## src/verilog/spi_ctl_regs.vh

```
// What this block does
// - Role bit 0 runs the port as target, 1 as controller driving the link.
// - Port stays inactive while enable bit 0 reads 0; runs when it is 1.
// - Clearing enable keeps all configuration values; re-enabling resumes with them.
// - Receive character count comes from length register bits 31:16.
// - Transmit character count comes from length register bits 15:0.
// - Four-wire full duplex ignores receive count; transmit count serves both directions.
// - Full duplex when three-wire bit and lane width are 0; wide lanes ignore three-wire.
// - In controller role writing 1 to start begins a transaction.
`ifndef SPI_CTL_REGS_VH
`define SPI_CTL_REGS_VH

// Register byte offsets
`define OFS_PORT_PRIMARY_CONTROL 12'h000
`define OFS_TRANSFER_LENGTH_CONFIG 12'h008
`define OFS_LANE_CONFIG 12'h00C
`define OFS_PORT_STATUS 12'h010

// Field positions
`define BIT_EN 0
`define BIT_MST 1
`define BIT_START 5
`define RX_NUM_HI 31
`define RX_NUM_LO 16
`define TX_NUM_HI 15
`define TX_NUM_LO 0
`define BIT_THREE_WIRE 15
`define LANE_HI 13
`define LANE_LO 12
`define BIT_BUSY 0

// Reset values
`define RST_PRIMARY 32'h0000_0000
`define RST_LENGTH 32'h0000_0000
`define RST_LANE 32'h0000_0000

// Timing: least SCK half period in ns, clock period in ns
`define CLK_NS 100
`define SCK_HALF_NS 400
`define SCK_HALF_CYC ((`SCK_HALF_NS + `CLK_NS - 1) / `CLK_NS)

`endif

```

## src/verilog/spi_port_ctl.v

```verilog
// Implementation choice: the APB slave port.
`timescale 1ns/10ps
`include "spi_ctl_regs.vh"
module spi_port_ctl (
    // Clock and reset
    input wire CLK,
    input wire RST_N,
    // APB slave
    input wire PSEL,
    input wire PENABLE,
    input wire PWRITE,
    input wire [11:0] PADDR,
    input wire [31:0] PWDATA,
    output reg [31:0] PRDATA,
    output wire PREADY,
    output wire PSLVERR,
    // Character data
    input wire [7:0] TX_CHAR,
    output reg TX_TAKE,
    output reg [7:0] RX_CHAR,
    output reg RX_VALID,
    output wire BUSY,
    // Serial clock pin
    input wire SCK_I,
    output wire SCK_O,
    output wire SCK_OE,
    // Select pin, active low on the wire
    input wire SS_N_I,
    output wire SS_N_O,
    output wire SS_N_OE,
    // Data pins
    input wire MOSI_I,
    output wire MOSI_O,
    output wire MOSI_OE,
    input wire MISO_I,
    output wire MISO_O,
    output wire MISO_OE
);
    localparam ST_IDLE = 1'b0;
    localparam ST_RUN = 1'b1;
    localparam integer HALF_INT = `SCK_HALF_CYC - 1;
    localparam [7:0] HALF_M1 = HALF_INT[7:0];

    reg ctl_en;
    reg ctl_mst;
    reg three_wire;
    reg [1:0] lane;
    reg [15:0] tx_num;
    reg [15:0] rx_num;
    reg state;
    reg mst_run;
    reg fd_run;
    reg last;
    reg [15:0] tx_left;
    reg [15:0] rx_left;
    reg [2:0] bit_cnt;
    reg [7:0] shreg;
    // Outgoing bit loads at transfer start, then changes only on falling SCK so the far side never sees it move at its sample
    reg out_bit;
    reg sck_o;
    reg [7:0] div;
    reg sck_d;
    reg ss_d;
    wire [3:0] synced;
    wire sck_s;
    wire ss_s;
    wire mosi_s;
    wire miso_s;
    wire wr;
    wire rd_setup;
    wire full_duplex;
    wire run;
    wire phase_tx;
    wire div_hit;
    wire start_mst;
    wire start_tgt;
    wire sample;
    wire din;
    wire [7:0] rxd;
    wire [15:0] tx_next;
    wire [15:0] rx_next;
    reg [31:0] next_prdata;

    in_sync #(.W(4)) u_sync (
        .CLK(CLK),
        .RST_N(RST_N),
        .D({MISO_I, MOSI_I, SS_N_I, SCK_I}),
        .Q(synced)
    );
    assign sck_s = synced[0];
    assign ss_s = synced[1];
    assign mosi_s = synced[2];
    assign miso_s = synced[3];

    // Zero-wait slave: read data registered in the setup cycle
    assign wr = PSEL & PENABLE & PWRITE;
    assign rd_setup = PSEL & ~PENABLE & ~PWRITE;
    assign PREADY = PSEL & PENABLE;
    assign PSLVERR = PSEL & PENABLE & (PADDR != `OFS_PORT_PRIMARY_CONTROL) &
        (PADDR != `OFS_TRANSFER_LENGTH_CONFIG) & (PADDR != `OFS_LANE_CONFIG) &
        (PADDR != `OFS_PORT_STATUS);

    // Wide lanes make the three-wire bit irrelevant
    assign full_duplex = (lane == 2'b00) & ~three_wire;
    assign run = (state == ST_RUN);
    assign phase_tx = fd_run | (tx_left != 16'h0000);
    assign div_hit = (div == HALF_M1);
    assign start_mst = wr & (PADDR == `OFS_PORT_PRIMARY_CONTROL) & PWDATA[`BIT_START] &
        PWDATA[`BIT_EN] & PWDATA[`BIT_MST] & ~run;
    assign start_tgt = ctl_en & ~ctl_mst & ~run & ss_d & ~ss_s;
    // Controller samples on its own rising SCK, target on the synced rising edge
    assign sample = run & (mst_run ? (div_hit & ~sck_o & ~last) : (sck_s & ~sck_d));
    assign din = (mst_run & fd_run) ? miso_s : mosi_s;
    assign rxd = {shreg[6:0], din};
    assign tx_next = (bit_cnt == 3'h7 && phase_tx) ? tx_left - 16'h0001 : tx_left;
    assign rx_next = (bit_cnt == 3'h7 && (fd_run || !phase_tx)) ? rx_left - 16'h0001 : rx_left;

    always @* begin
        next_prdata = 32'h0000_0000;
        if (PADDR == `OFS_PORT_PRIMARY_CONTROL) begin
            next_prdata[`BIT_EN] = ctl_en;
            next_prdata[`BIT_MST] = ctl_mst;
            next_prdata[`BIT_START] = run & mst_run;
        end else if (PADDR == `OFS_TRANSFER_LENGTH_CONFIG) begin
            next_prdata = {rx_num, tx_num};
        end else if (PADDR == `OFS_LANE_CONFIG) begin
            next_prdata[`BIT_THREE_WIRE] = three_wire;
            next_prdata[`LANE_HI:`LANE_LO] = lane;
        end else if (PADDR == `OFS_PORT_STATUS) begin
            next_prdata = {rx_left[14:0], tx_left[14:0], 1'b0, run};
        end
    end

    always @(posedge CLK or negedge RST_N) begin
        if (!RST_N) begin
            PRDATA <= 32'h0000_0000;
        end else if (rd_setup) begin
            PRDATA <= next_prdata;
        end
    end

    // Configuration; enable clear touches nothing else
    always @(posedge CLK or negedge RST_N) begin
        if (!RST_N) begin
            ctl_en <= 1'b0;
            ctl_mst <= 1'b0;
            tx_num <= 16'h0000;
            rx_num <= 16'h0000;
            three_wire <= 1'b0;
            lane <= 2'b00;
        end else if (wr) begin
            if (PADDR == `OFS_PORT_PRIMARY_CONTROL) begin
                ctl_en <= PWDATA[`BIT_EN];
                ctl_mst <= PWDATA[`BIT_MST];
            end else if (PADDR == `OFS_TRANSFER_LENGTH_CONFIG) begin
                rx_num <= PWDATA[`RX_NUM_HI:`RX_NUM_LO];
                tx_num <= PWDATA[`TX_NUM_HI:`TX_NUM_LO];
            end else if (PADDR == `OFS_LANE_CONFIG) begin
                three_wire <= PWDATA[`BIT_THREE_WIRE];
                lane <= PWDATA[`LANE_HI:`LANE_LO];
            end
        end
    end

    always @(posedge CLK or negedge RST_N) begin
        if (!RST_N) begin
            sck_d <= 1'b0;
            // Select idles high; the synchronizer resets to 0, so a falling edge shows just after reset while enable is still 0
            ss_d <= 1'b1;
        end else begin
            sck_d <= sck_s;
            ss_d <= ss_s;
        end
    end

    // Transfer engine
    always @(posedge CLK or negedge RST_N) begin
        if (!RST_N) begin
            state <= ST_IDLE;
            mst_run <= 1'b0;
            fd_run <= 1'b0;
            last <= 1'b0;
            tx_left <= 16'h0000;
            rx_left <= 16'h0000;
            bit_cnt <= 3'h0;
            shreg <= 8'h00;
            out_bit <= 1'b0;
            sck_o <= 1'b0;
            div <= 8'h00;
            TX_TAKE <= 1'b0;
            RX_VALID <= 1'b0;
            RX_CHAR <= 8'h00;
        end else begin
            TX_TAKE <= 1'b0;
            RX_VALID <= 1'b0;
            // A start word carries its own enable, so it may start from disabled
            if (!ctl_en && !start_mst) begin
                state <= ST_IDLE;
                sck_o <= 1'b0;
                div <= 8'h00;
                last <= 1'b0;
            end else if (state == ST_IDLE) begin
                div <= 8'h00;
                sck_o <= 1'b0;
                last <= 1'b0;
                bit_cnt <= 3'h0;
                if ((start_mst || start_tgt) &&
                    (tx_num != 16'h0000 || (!full_duplex && rx_num != 16'h0000))) begin
                    state <= ST_RUN;
                    mst_run <= start_mst;
                    fd_run <= full_duplex;
                    tx_left <= tx_num;
                    rx_left <= full_duplex ? tx_num : rx_num;
                    shreg <= TX_CHAR;
                    out_bit <= TX_CHAR[7];
                    // Receive-only transfers take nothing from the transmit side
                    TX_TAKE <= (tx_num != 16'h0000);
                end
            end else begin
                if (mst_run ? (div_hit & sck_o) : (sck_d & ~sck_s)) begin
                    out_bit <= shreg[7];
                end
                if (mst_run) begin
                    div <= div_hit ? 8'h00 : div + 8'h01;
                    if (div_hit) begin
                        sck_o <= ~sck_o & ~last;
                        if (sck_o && last) begin
                            state <= ST_IDLE;
                        end
                    end
                end else if (ss_s) begin
                    state <= ST_IDLE;
                end
                if (sample) begin
                    shreg <= rxd;
                    bit_cnt <= bit_cnt + 3'h1;
                    if (bit_cnt == 3'h7) begin
                        tx_left <= tx_next;
                        rx_left <= rx_next;
                        if (fd_run || !phase_tx) begin
                            RX_CHAR <= rxd;
                            RX_VALID <= 1'b1;
                        end
                        if (tx_next == 16'h0000 && rx_next == 16'h0000) begin
                            last <= 1'b1;
                            if (!mst_run) begin
                                state <= ST_IDLE;
                            end
                        end else begin
                            shreg <= TX_CHAR;
                            TX_TAKE <= fd_run | (tx_next != 16'h0000);
                        end
                    end
                end
            end
        end
    end

    assign BUSY = run;
    assign SCK_O = sck_o;
    assign SCK_OE = ctl_en & ctl_mst;
    assign SS_N_O = ~(run & mst_run);
    assign SS_N_OE = ctl_en & ctl_mst;
    // Drive holds through the final edge, except in half duplex or target role, where it drops once the last transmitted bit is sampled on rising SCK
    assign MOSI_O = out_bit;
    assign MOSI_OE = run & phase_tx & (mst_run | ~fd_run);
    assign MISO_O = out_bit;
    assign MISO_OE = run & ~mst_run & fd_run;
endmodule // spi_port_ctl

```

## src/verilog/in_sync.v

```verilog
`timescale 1ns/10ps
module in_sync #(
    parameter W = 4
) (
    // Clock and reset
    input wire CLK,
    input wire RST_N,
    // Data
    input wire [W-1:0] D,
    output wire [W-1:0] Q
);
    reg [W-1:0] stage1;
    reg [W-1:0] stage2;
    genvar i;
    generate
        for (i = 0; i < W; i = i + 1) begin : g_bit
            always @(posedge CLK or negedge RST_N) begin
                if (!RST_N) begin
                    stage1[i] <= 1'b0;
                    stage2[i] <= 1'b0;
                end else begin
                    stage1[i] <= D[i];
                    stage2[i] <= stage1[i];
                end
            end
        end
    endgenerate
    assign Q = stage2;
endmodule // in_sync

```

## config.mk

```make
export PLATFORM = sky130hd
export DESIGN_NAME = spi_port_ctl
export DESIGN_NICKNAME = d
export VERILOG_FILES = /design/src/verilog/spi_port_ctl.v /design/src/verilog/in_sync.v
export VERILOG_INCLUDE_DIRS = /design/src /design/src/verilog
export SDC_FILE = /design/constraint.sdc
export NUM_CORES = 1
export LEC_CHECK = 0
export BUFFER_PORTS_ARGS = -buffer_cell sky130_fd_sc_hd__buf_4
export CELL_PAD_IN_SITES_DETAIL_PLACEMENT = 1
export CELL_PAD_IN_SITES_GLOBAL_PLACEMENT = 1
export CORE_MARGIN = 5
export CORE_UTILIZATION = 40
export CTS_BUF_LIST = sky130_fd_sc_hd__clkbuf_4 sky130_fd_sc_hd__clkbuf_8
export DETAILED_ROUTE_END_ITERATION = 12
export HOLD_SLACK_MARGIN = 0.12
export PLACE_DENSITY = 0.83
export SETUP_SLACK_MARGIN = 0.15
export SLEW_MARGIN = 20
export SYNTH_ARGS = -nofsm -noshare
export SYNTH_HDL_FRONTEND = slang
export SYNTH_SLANG_ARGS = --single-unit
```

## constraint.sdc

```tcl
create_clock -name CLK -period 4.1 [get_ports CLK]
set_input_delay 0.82 -clock CLK [delete_from_list [all_inputs] [get_ports CLK]]
set_output_delay 0.82 -clock CLK [all_outputs]
set_load 0.005 [all_outputs]
```

Yosys cells after proc, flatten, opt, wreduce, memory -nomap -nowiden:

Cells that the tools add are included.

* add/subtract/negate cells: 4
* equality and inequality tests: 16
* muxes and demuxes: 70
* bitwise operators: 51
* reductions and logical operators: 35

Operators with widths (count)
* $mux 16: 12
* $mux 8: 9
* $mux 32: 2
* $reduce_bool 16->1: 4
* $mux 1: 40
* $and 1x1->1: 32
* $logic_not 16->1: 2
* $sub 16x1->16 const B: 2
* $mux 26: 1
* $eq 12x4->1 const B: 2
* $ne 12x4->1 const B: 2
* $not 1->1: 16
* $ne 3x1->1 const B: 5
* $reduce_and 3->1: 5
* $eq 12x5->1 const B: 1
* $logic_not 12->1: 1
* $mux 12: 1
* $ne 12x5->1 const B: 1
* $reduce_bool 12->1: 1
* $mux 3: 3
* $add 8x1->8 const B: 1
* $eq 8x2->1 const B: 1
* $reduce_and 4->1: 2
* $logic_and 1x1->1: 7
* other kinds (11): 23

* bits in registers: 146
* input port bits: 61
* output and inout port bits: 53

Longest topological paths before layout:

* depth after elaboration: 13
* depth in mapped cells: 12
* depth with buffers taken out: 9

By module:

Synthesis repeated with hierarchy kept, for this count alone.

* cells, all modules: 838
* area, all modules: 7846.3 sq um

By module, submodules not included
* spi_port_ctl: instances 1, cells an instance 830, area each 7646.1 sq um
* in_sync: instances 1, cells an instance 8, area each 200.2 sq um

Worst setup path before layout:

Ideal clock, no wire load.

* path kind: input to register
* start: input PADDR[10]
* end: register rx_left[2]
* library setup time: 0.137 ns
* arrival: 3.069 ns
* required time: 3.963 ns
* slack: 0.894 ns
* stages on the path: 9
* cell sequence: or4_1 > nor4_1 > nand4_1 > o2bb2ai_1 > buf_2 > nand2_1 > buf_2 > buf_1 > a21oi_1

* cells in the longest elaborated chain, start to end: 10
* elaborated cells between the ends (all ways): 13
* those cells by class: bitwise (6); reduce/logical (7)

RTL lines
* from (decl): line spi_port_ctl.v:12 `input wire [11:0] PADDR,`
* $logic_not 12->1 (no source line) *
* $and 1x1->1 * (5 in series): line spi_port_ctl.v:108 `` assign start_mst = wr & (PADDR == `OFS_PORT_PRIMARY_CONTROL) & PWDATA[`BIT_START] & ``
* $logic_or 1x1->1 or $logic_not 1->1 (tied branches): line spi_port_ctl.v:207, spi_port_ctl.v:197
* $logic_and 1x1->1 (on tied branches): line spi_port_ctl.v:207, spi_port_ctl.v:197
* $reduce_bool 2->1 (no source line) or $not 1->1 (tied branches)
* $reduce_and 4->1 (no source line) *
* to (signal assigned): line spi_port_ctl.v:213 `rx_left <= full_duplex ? tx_num : rx_num;`
* to (signal assigned): line spi_port_ctl.v:239 `rx_left <= rx_next;`
* to (decl): line spi_port_ctl.v:55 `reg [15:0] rx_left;`

Every way passes the cells marked *; elsewhere a longest branch is shown, timed or not.
A chain may end at the register's enable or synchronous reset.

Final worst setup path:

* start: register bit_cnt[0]
* end: register shreg[3]

* cells in the longest elaborated chain, start to end: 9
* elaborated cells between the ends (all ways): 12
* those cells by class: eq/ne (1); mux (6); reduce/logical (5)

RTL lines
* from (decl): line spi_port_ctl.v:56 `reg [2:0] bit_cnt;`
* from (signal assigned): line spi_port_ctl.v:236 `bit_cnt <= bit_cnt + 3'h1;`
* $eq 3x3->1 *: line spi_port_ctl.v:115, spi_port_ctl.v:116, spi_port_ctl.v:237
* $logic_and 1x1->1 (on tied branches): line spi_port_ctl.v:115, spi_port_ctl.v:116
* $mux 16 (on tied branches): line spi_port_ctl.v:115, spi_port_ctl.v:116
* $logic_not 16->1: line spi_port_ctl.v:244 `if (tx_next == 16'h0000 && rx_next == 16'h0000) begin`
* $logic_and 1x1->1: line spi_port_ctl.v:244
* $mux 8: line spi_port_ctl.v:244
* $mux 8 *: line spi_port_ctl.v:237 `if (bit_cnt == 3'h7) begin`
* $mux 8 *: line spi_port_ctl.v:234 `if (sample) begin`
* $mux 8 *: line spi_port_ctl.v:202 `end else if (state == ST_IDLE) begin`
* to (signal assigned): line spi_port_ctl.v:235 `shreg <= rxd;`
* to (decl): line spi_port_ctl.v:57 `reg [7:0] shreg;`

Every way passes the cells marked *; elsewhere a longest branch is shown, timed or not. The select of a mux whose other input is x is not followed.

==> run summary <==
Min Clock Period, post-route: 3.64 ns
Fin. max-slew vios: 0
Drt pass-1 iters: 5
Hold_sp: u_sync.stage1[3]
RD Place Congestion: 0.838
Crit start category: flip-flop
DRC Markers: 0
Mapped Area: 7960 sq um
Drt wl/cell: 21.2 um
Maximum fanout along the worst path: 14
Reg clk slew, reported paths: 0.09 ns
Relative slew slack: 29.7%
Final Cycle Share: 88.7%
Area of the die: 22,800 sq um
Pin count of the biggest net entering global routing: 94
Synth Instances: 832
Vias post-DR: 7,172
Num rows: 51
Sequential share of the synthesized area: 45.9%
CTS root buf: clkbuf_8
Layout Cells excl Fill: 1,191
H-tree depth: 4
Post_cts resized: 0
Biggest area consumer among synthesized cells: dfrtp_1
Clock Tree Buf Depth: 2
Avg Cell Area, Syn: 9.57 sq um
Post-synth EDFFs: 0
Area delta synth->final: 18.1%
Most numerous cell in the Yosys netlist: dfrtp_1
Status: completed
Main synth FF type: dfrtp_1
Crit path capture type: flip-flop
DP Wirelength: 18,000 um
CTS buffer count: 17
RR Startpoint: bit_cnt[0]
Clock Skew: 0.0202 ns
CP startpoint: bit_cnt[0]
Share of the synthesized area in the top cell type: 45.6%
Setup Buffers After CTS: 0
Starting Density: 40.8%
Seq cells post-synth: 146
CTS tree: yes
Sw frac: 24.6%
FFs w/ async S/R, synth: 100%
Most used cell, CP: ha_1
Worst slew pin tran: 1.05 ns
Comb pwr share: 3.8%
Synth cell count leaders: 145 x dfrtp_1, 80 x o21ai_0, 72 x nand2_1
CTS sink cnt: 146
Vias per cell: 6.02
Req. time, crit path: 4.44 ns
Yosys cell types: 69
Worst hold slack: 0.354 ns
Maximum clock frequency: 275 MHz
Critical path class: reg -> reg
Pint: 2.04 mW
Global-route wire length before repair: 40,900 um
LEAKAGE: 4.05 nW
Routed wire length: 25,200 um
I/O Buffers: 113
Worst Hold Class: reg -> reg
Finished Cell Area: 9410 sq um
Vias in the first global route: 7,503
# hold bufs at CTS: 0
Critical-path top delay cell: or4_1
Total gr overflow: 0
Worst-path cell chain: ha_1, ha_1, nor4b_2, nand3b_1, a21oi_1, o2111a_1, nand4_1, or4_1, o221a_1
Seq pwr share: 53.6%
Tot Pwr: 2.70 mW
Filler cell count: 2,284
Pwr dens: 287 nW/um^2
Clk network pwr share: 42.6%
ANT nets after route: 0
VDD IR max: 0.168 mV
Util after Layout: 48.2%
Global Route Usage Sum: 22.8%
Setup TNS: 0 ns
Iter 0 DRT Violations: 487
Max-cap violations: 0
Synth top area cells: dfrtp_1 46%, mux2_2 7.9%, o21ai_0 5.0%, nand2_1 3.4%, a22oi_1 3.2%
Final Hold Fails: 0
Switch Pwr: 665 uW
DP Cell Count: 1,160
Final setup margin: 0.463 ns
Clk Latency, worst-skew pair: 0.46 ns
Layout cells sized above 1: 26.1%
Pre-CTS WS: 0.392 ns
Die H: 151 um
Max stage delay on crit path: 0.76 ns
Arrival @ worst endpoint: 3.97 ns
# IOs: 114
Syn_nets: 899
Core area: 19,500 sq um
Nets: 981
Die width: 151 um
RSZ-0062 raised after global routing: no
Area after DPL: 9010 sq um
Initial antenna violation count: 0
Yosys warns: 0
ANT cells: 0
Final setup vio count: 0
per-layer routing:
metal	track usage (%)	share of wire [%]	routed length, um	vias to the layer above
li1	-	-	-	3280
met1	28.9	42	10600	3656
met2	39.9	51	12900	190
met3	3.47	4.4	1110	46
met4	7.16	2.6	661	0
met5	0	0	0	-
critical path, delay by kind of cell, from the launching register on:
kind	cells	cell delay (ns)
AOI/OAI and AO/OA	3	0.66
adders and majority gates	2	0.64
and+or+nand+nor	4	1.83
DFF	1	0.39
placed cells by master, fill, tap and decap left out, types with 10 or more instances in the layout:
master and n:
a21oi_1 49, a22oi_1 34, a31oi_1 10, buf_4 129, clkbuf_8 17, dfrtp_1 144, inv_1 13, mux2_2 56
nand2_1 72, nand3_1 22, nand4_1 10, nor2_1 49, nor2b_1 10, nor3_1 22, nor4_1 14, o21ai_0 80
o22ai_1 17
state kept, by name, indices dropped and copies added (netlist names), 2 cells and up:
register and cells:
PRDATA 32, rx_left 16, rx_num 16, tx_left 16, tx_num 16, RX_CHAR 8
div 8, shreg 8, u_sync.Q 4, u_sync.stage1 4, bit_cnt 3, lane 2
path summary, 6_finish.rpt:
path                                     to  slack (ns)  depth (start not counted)
min in group asynchronous        PRDATA[23]        0.43                          1
worst min-delay path            u_sync.Q[3]        0.35                          0
max in group asynchronous              ss_d        2.66                          2
worst min register to register  u_sync.Q[3]        0.35                          0
worst max register to register     shreg[3]        0.46                          9
worst max-delay path               shreg[3]        0.46                          9
area by class of cell:
class	instances	area (sq um)	share of cell area, %
Inverter	14	52.6	0.559
Timing Repair Buffer	130	980	10.4
Tap cell	265	332	3.53
Clock inverter	14	151	1.61
Multi-Input combinational cell	605	4000	42.5
Sequential cell	146	3660	38.9
Clock buffer	17	234	2.49
cell families (layout without fill, tap and decap cells):
family | Yosys count | in the layout | synth area share [%]
AND/OR/NAND/NOR | 277 | 277 | 19.0
flip-flops | 146 | 146 | 45.9
AO/OA/AOI/OAI | 256 | 256 | 20.9
adder cells (fa/ha/maj) | 6 | 6 | 0.943
XOR/XNOR | 3 | 3 | 0.330
buffers and inverters | 81 | 175 | 4.15
multiplexers | 63 | 63 | 8.80
power by group through the flow:
stage	logic, mW	registers (mW)	clock network (mW)
6_report	0.103	1.45	1.15
5_1_grt	0.116	1.45	1.24
4_1_cts	0.106	1.45	1.18
3_5_place_dp	0.106	1.48	0
3_3_place_gp	0.104	1.48	0
2_1_floorplan	0.0171	1.48	0
(Power assumes the default switching activity.)
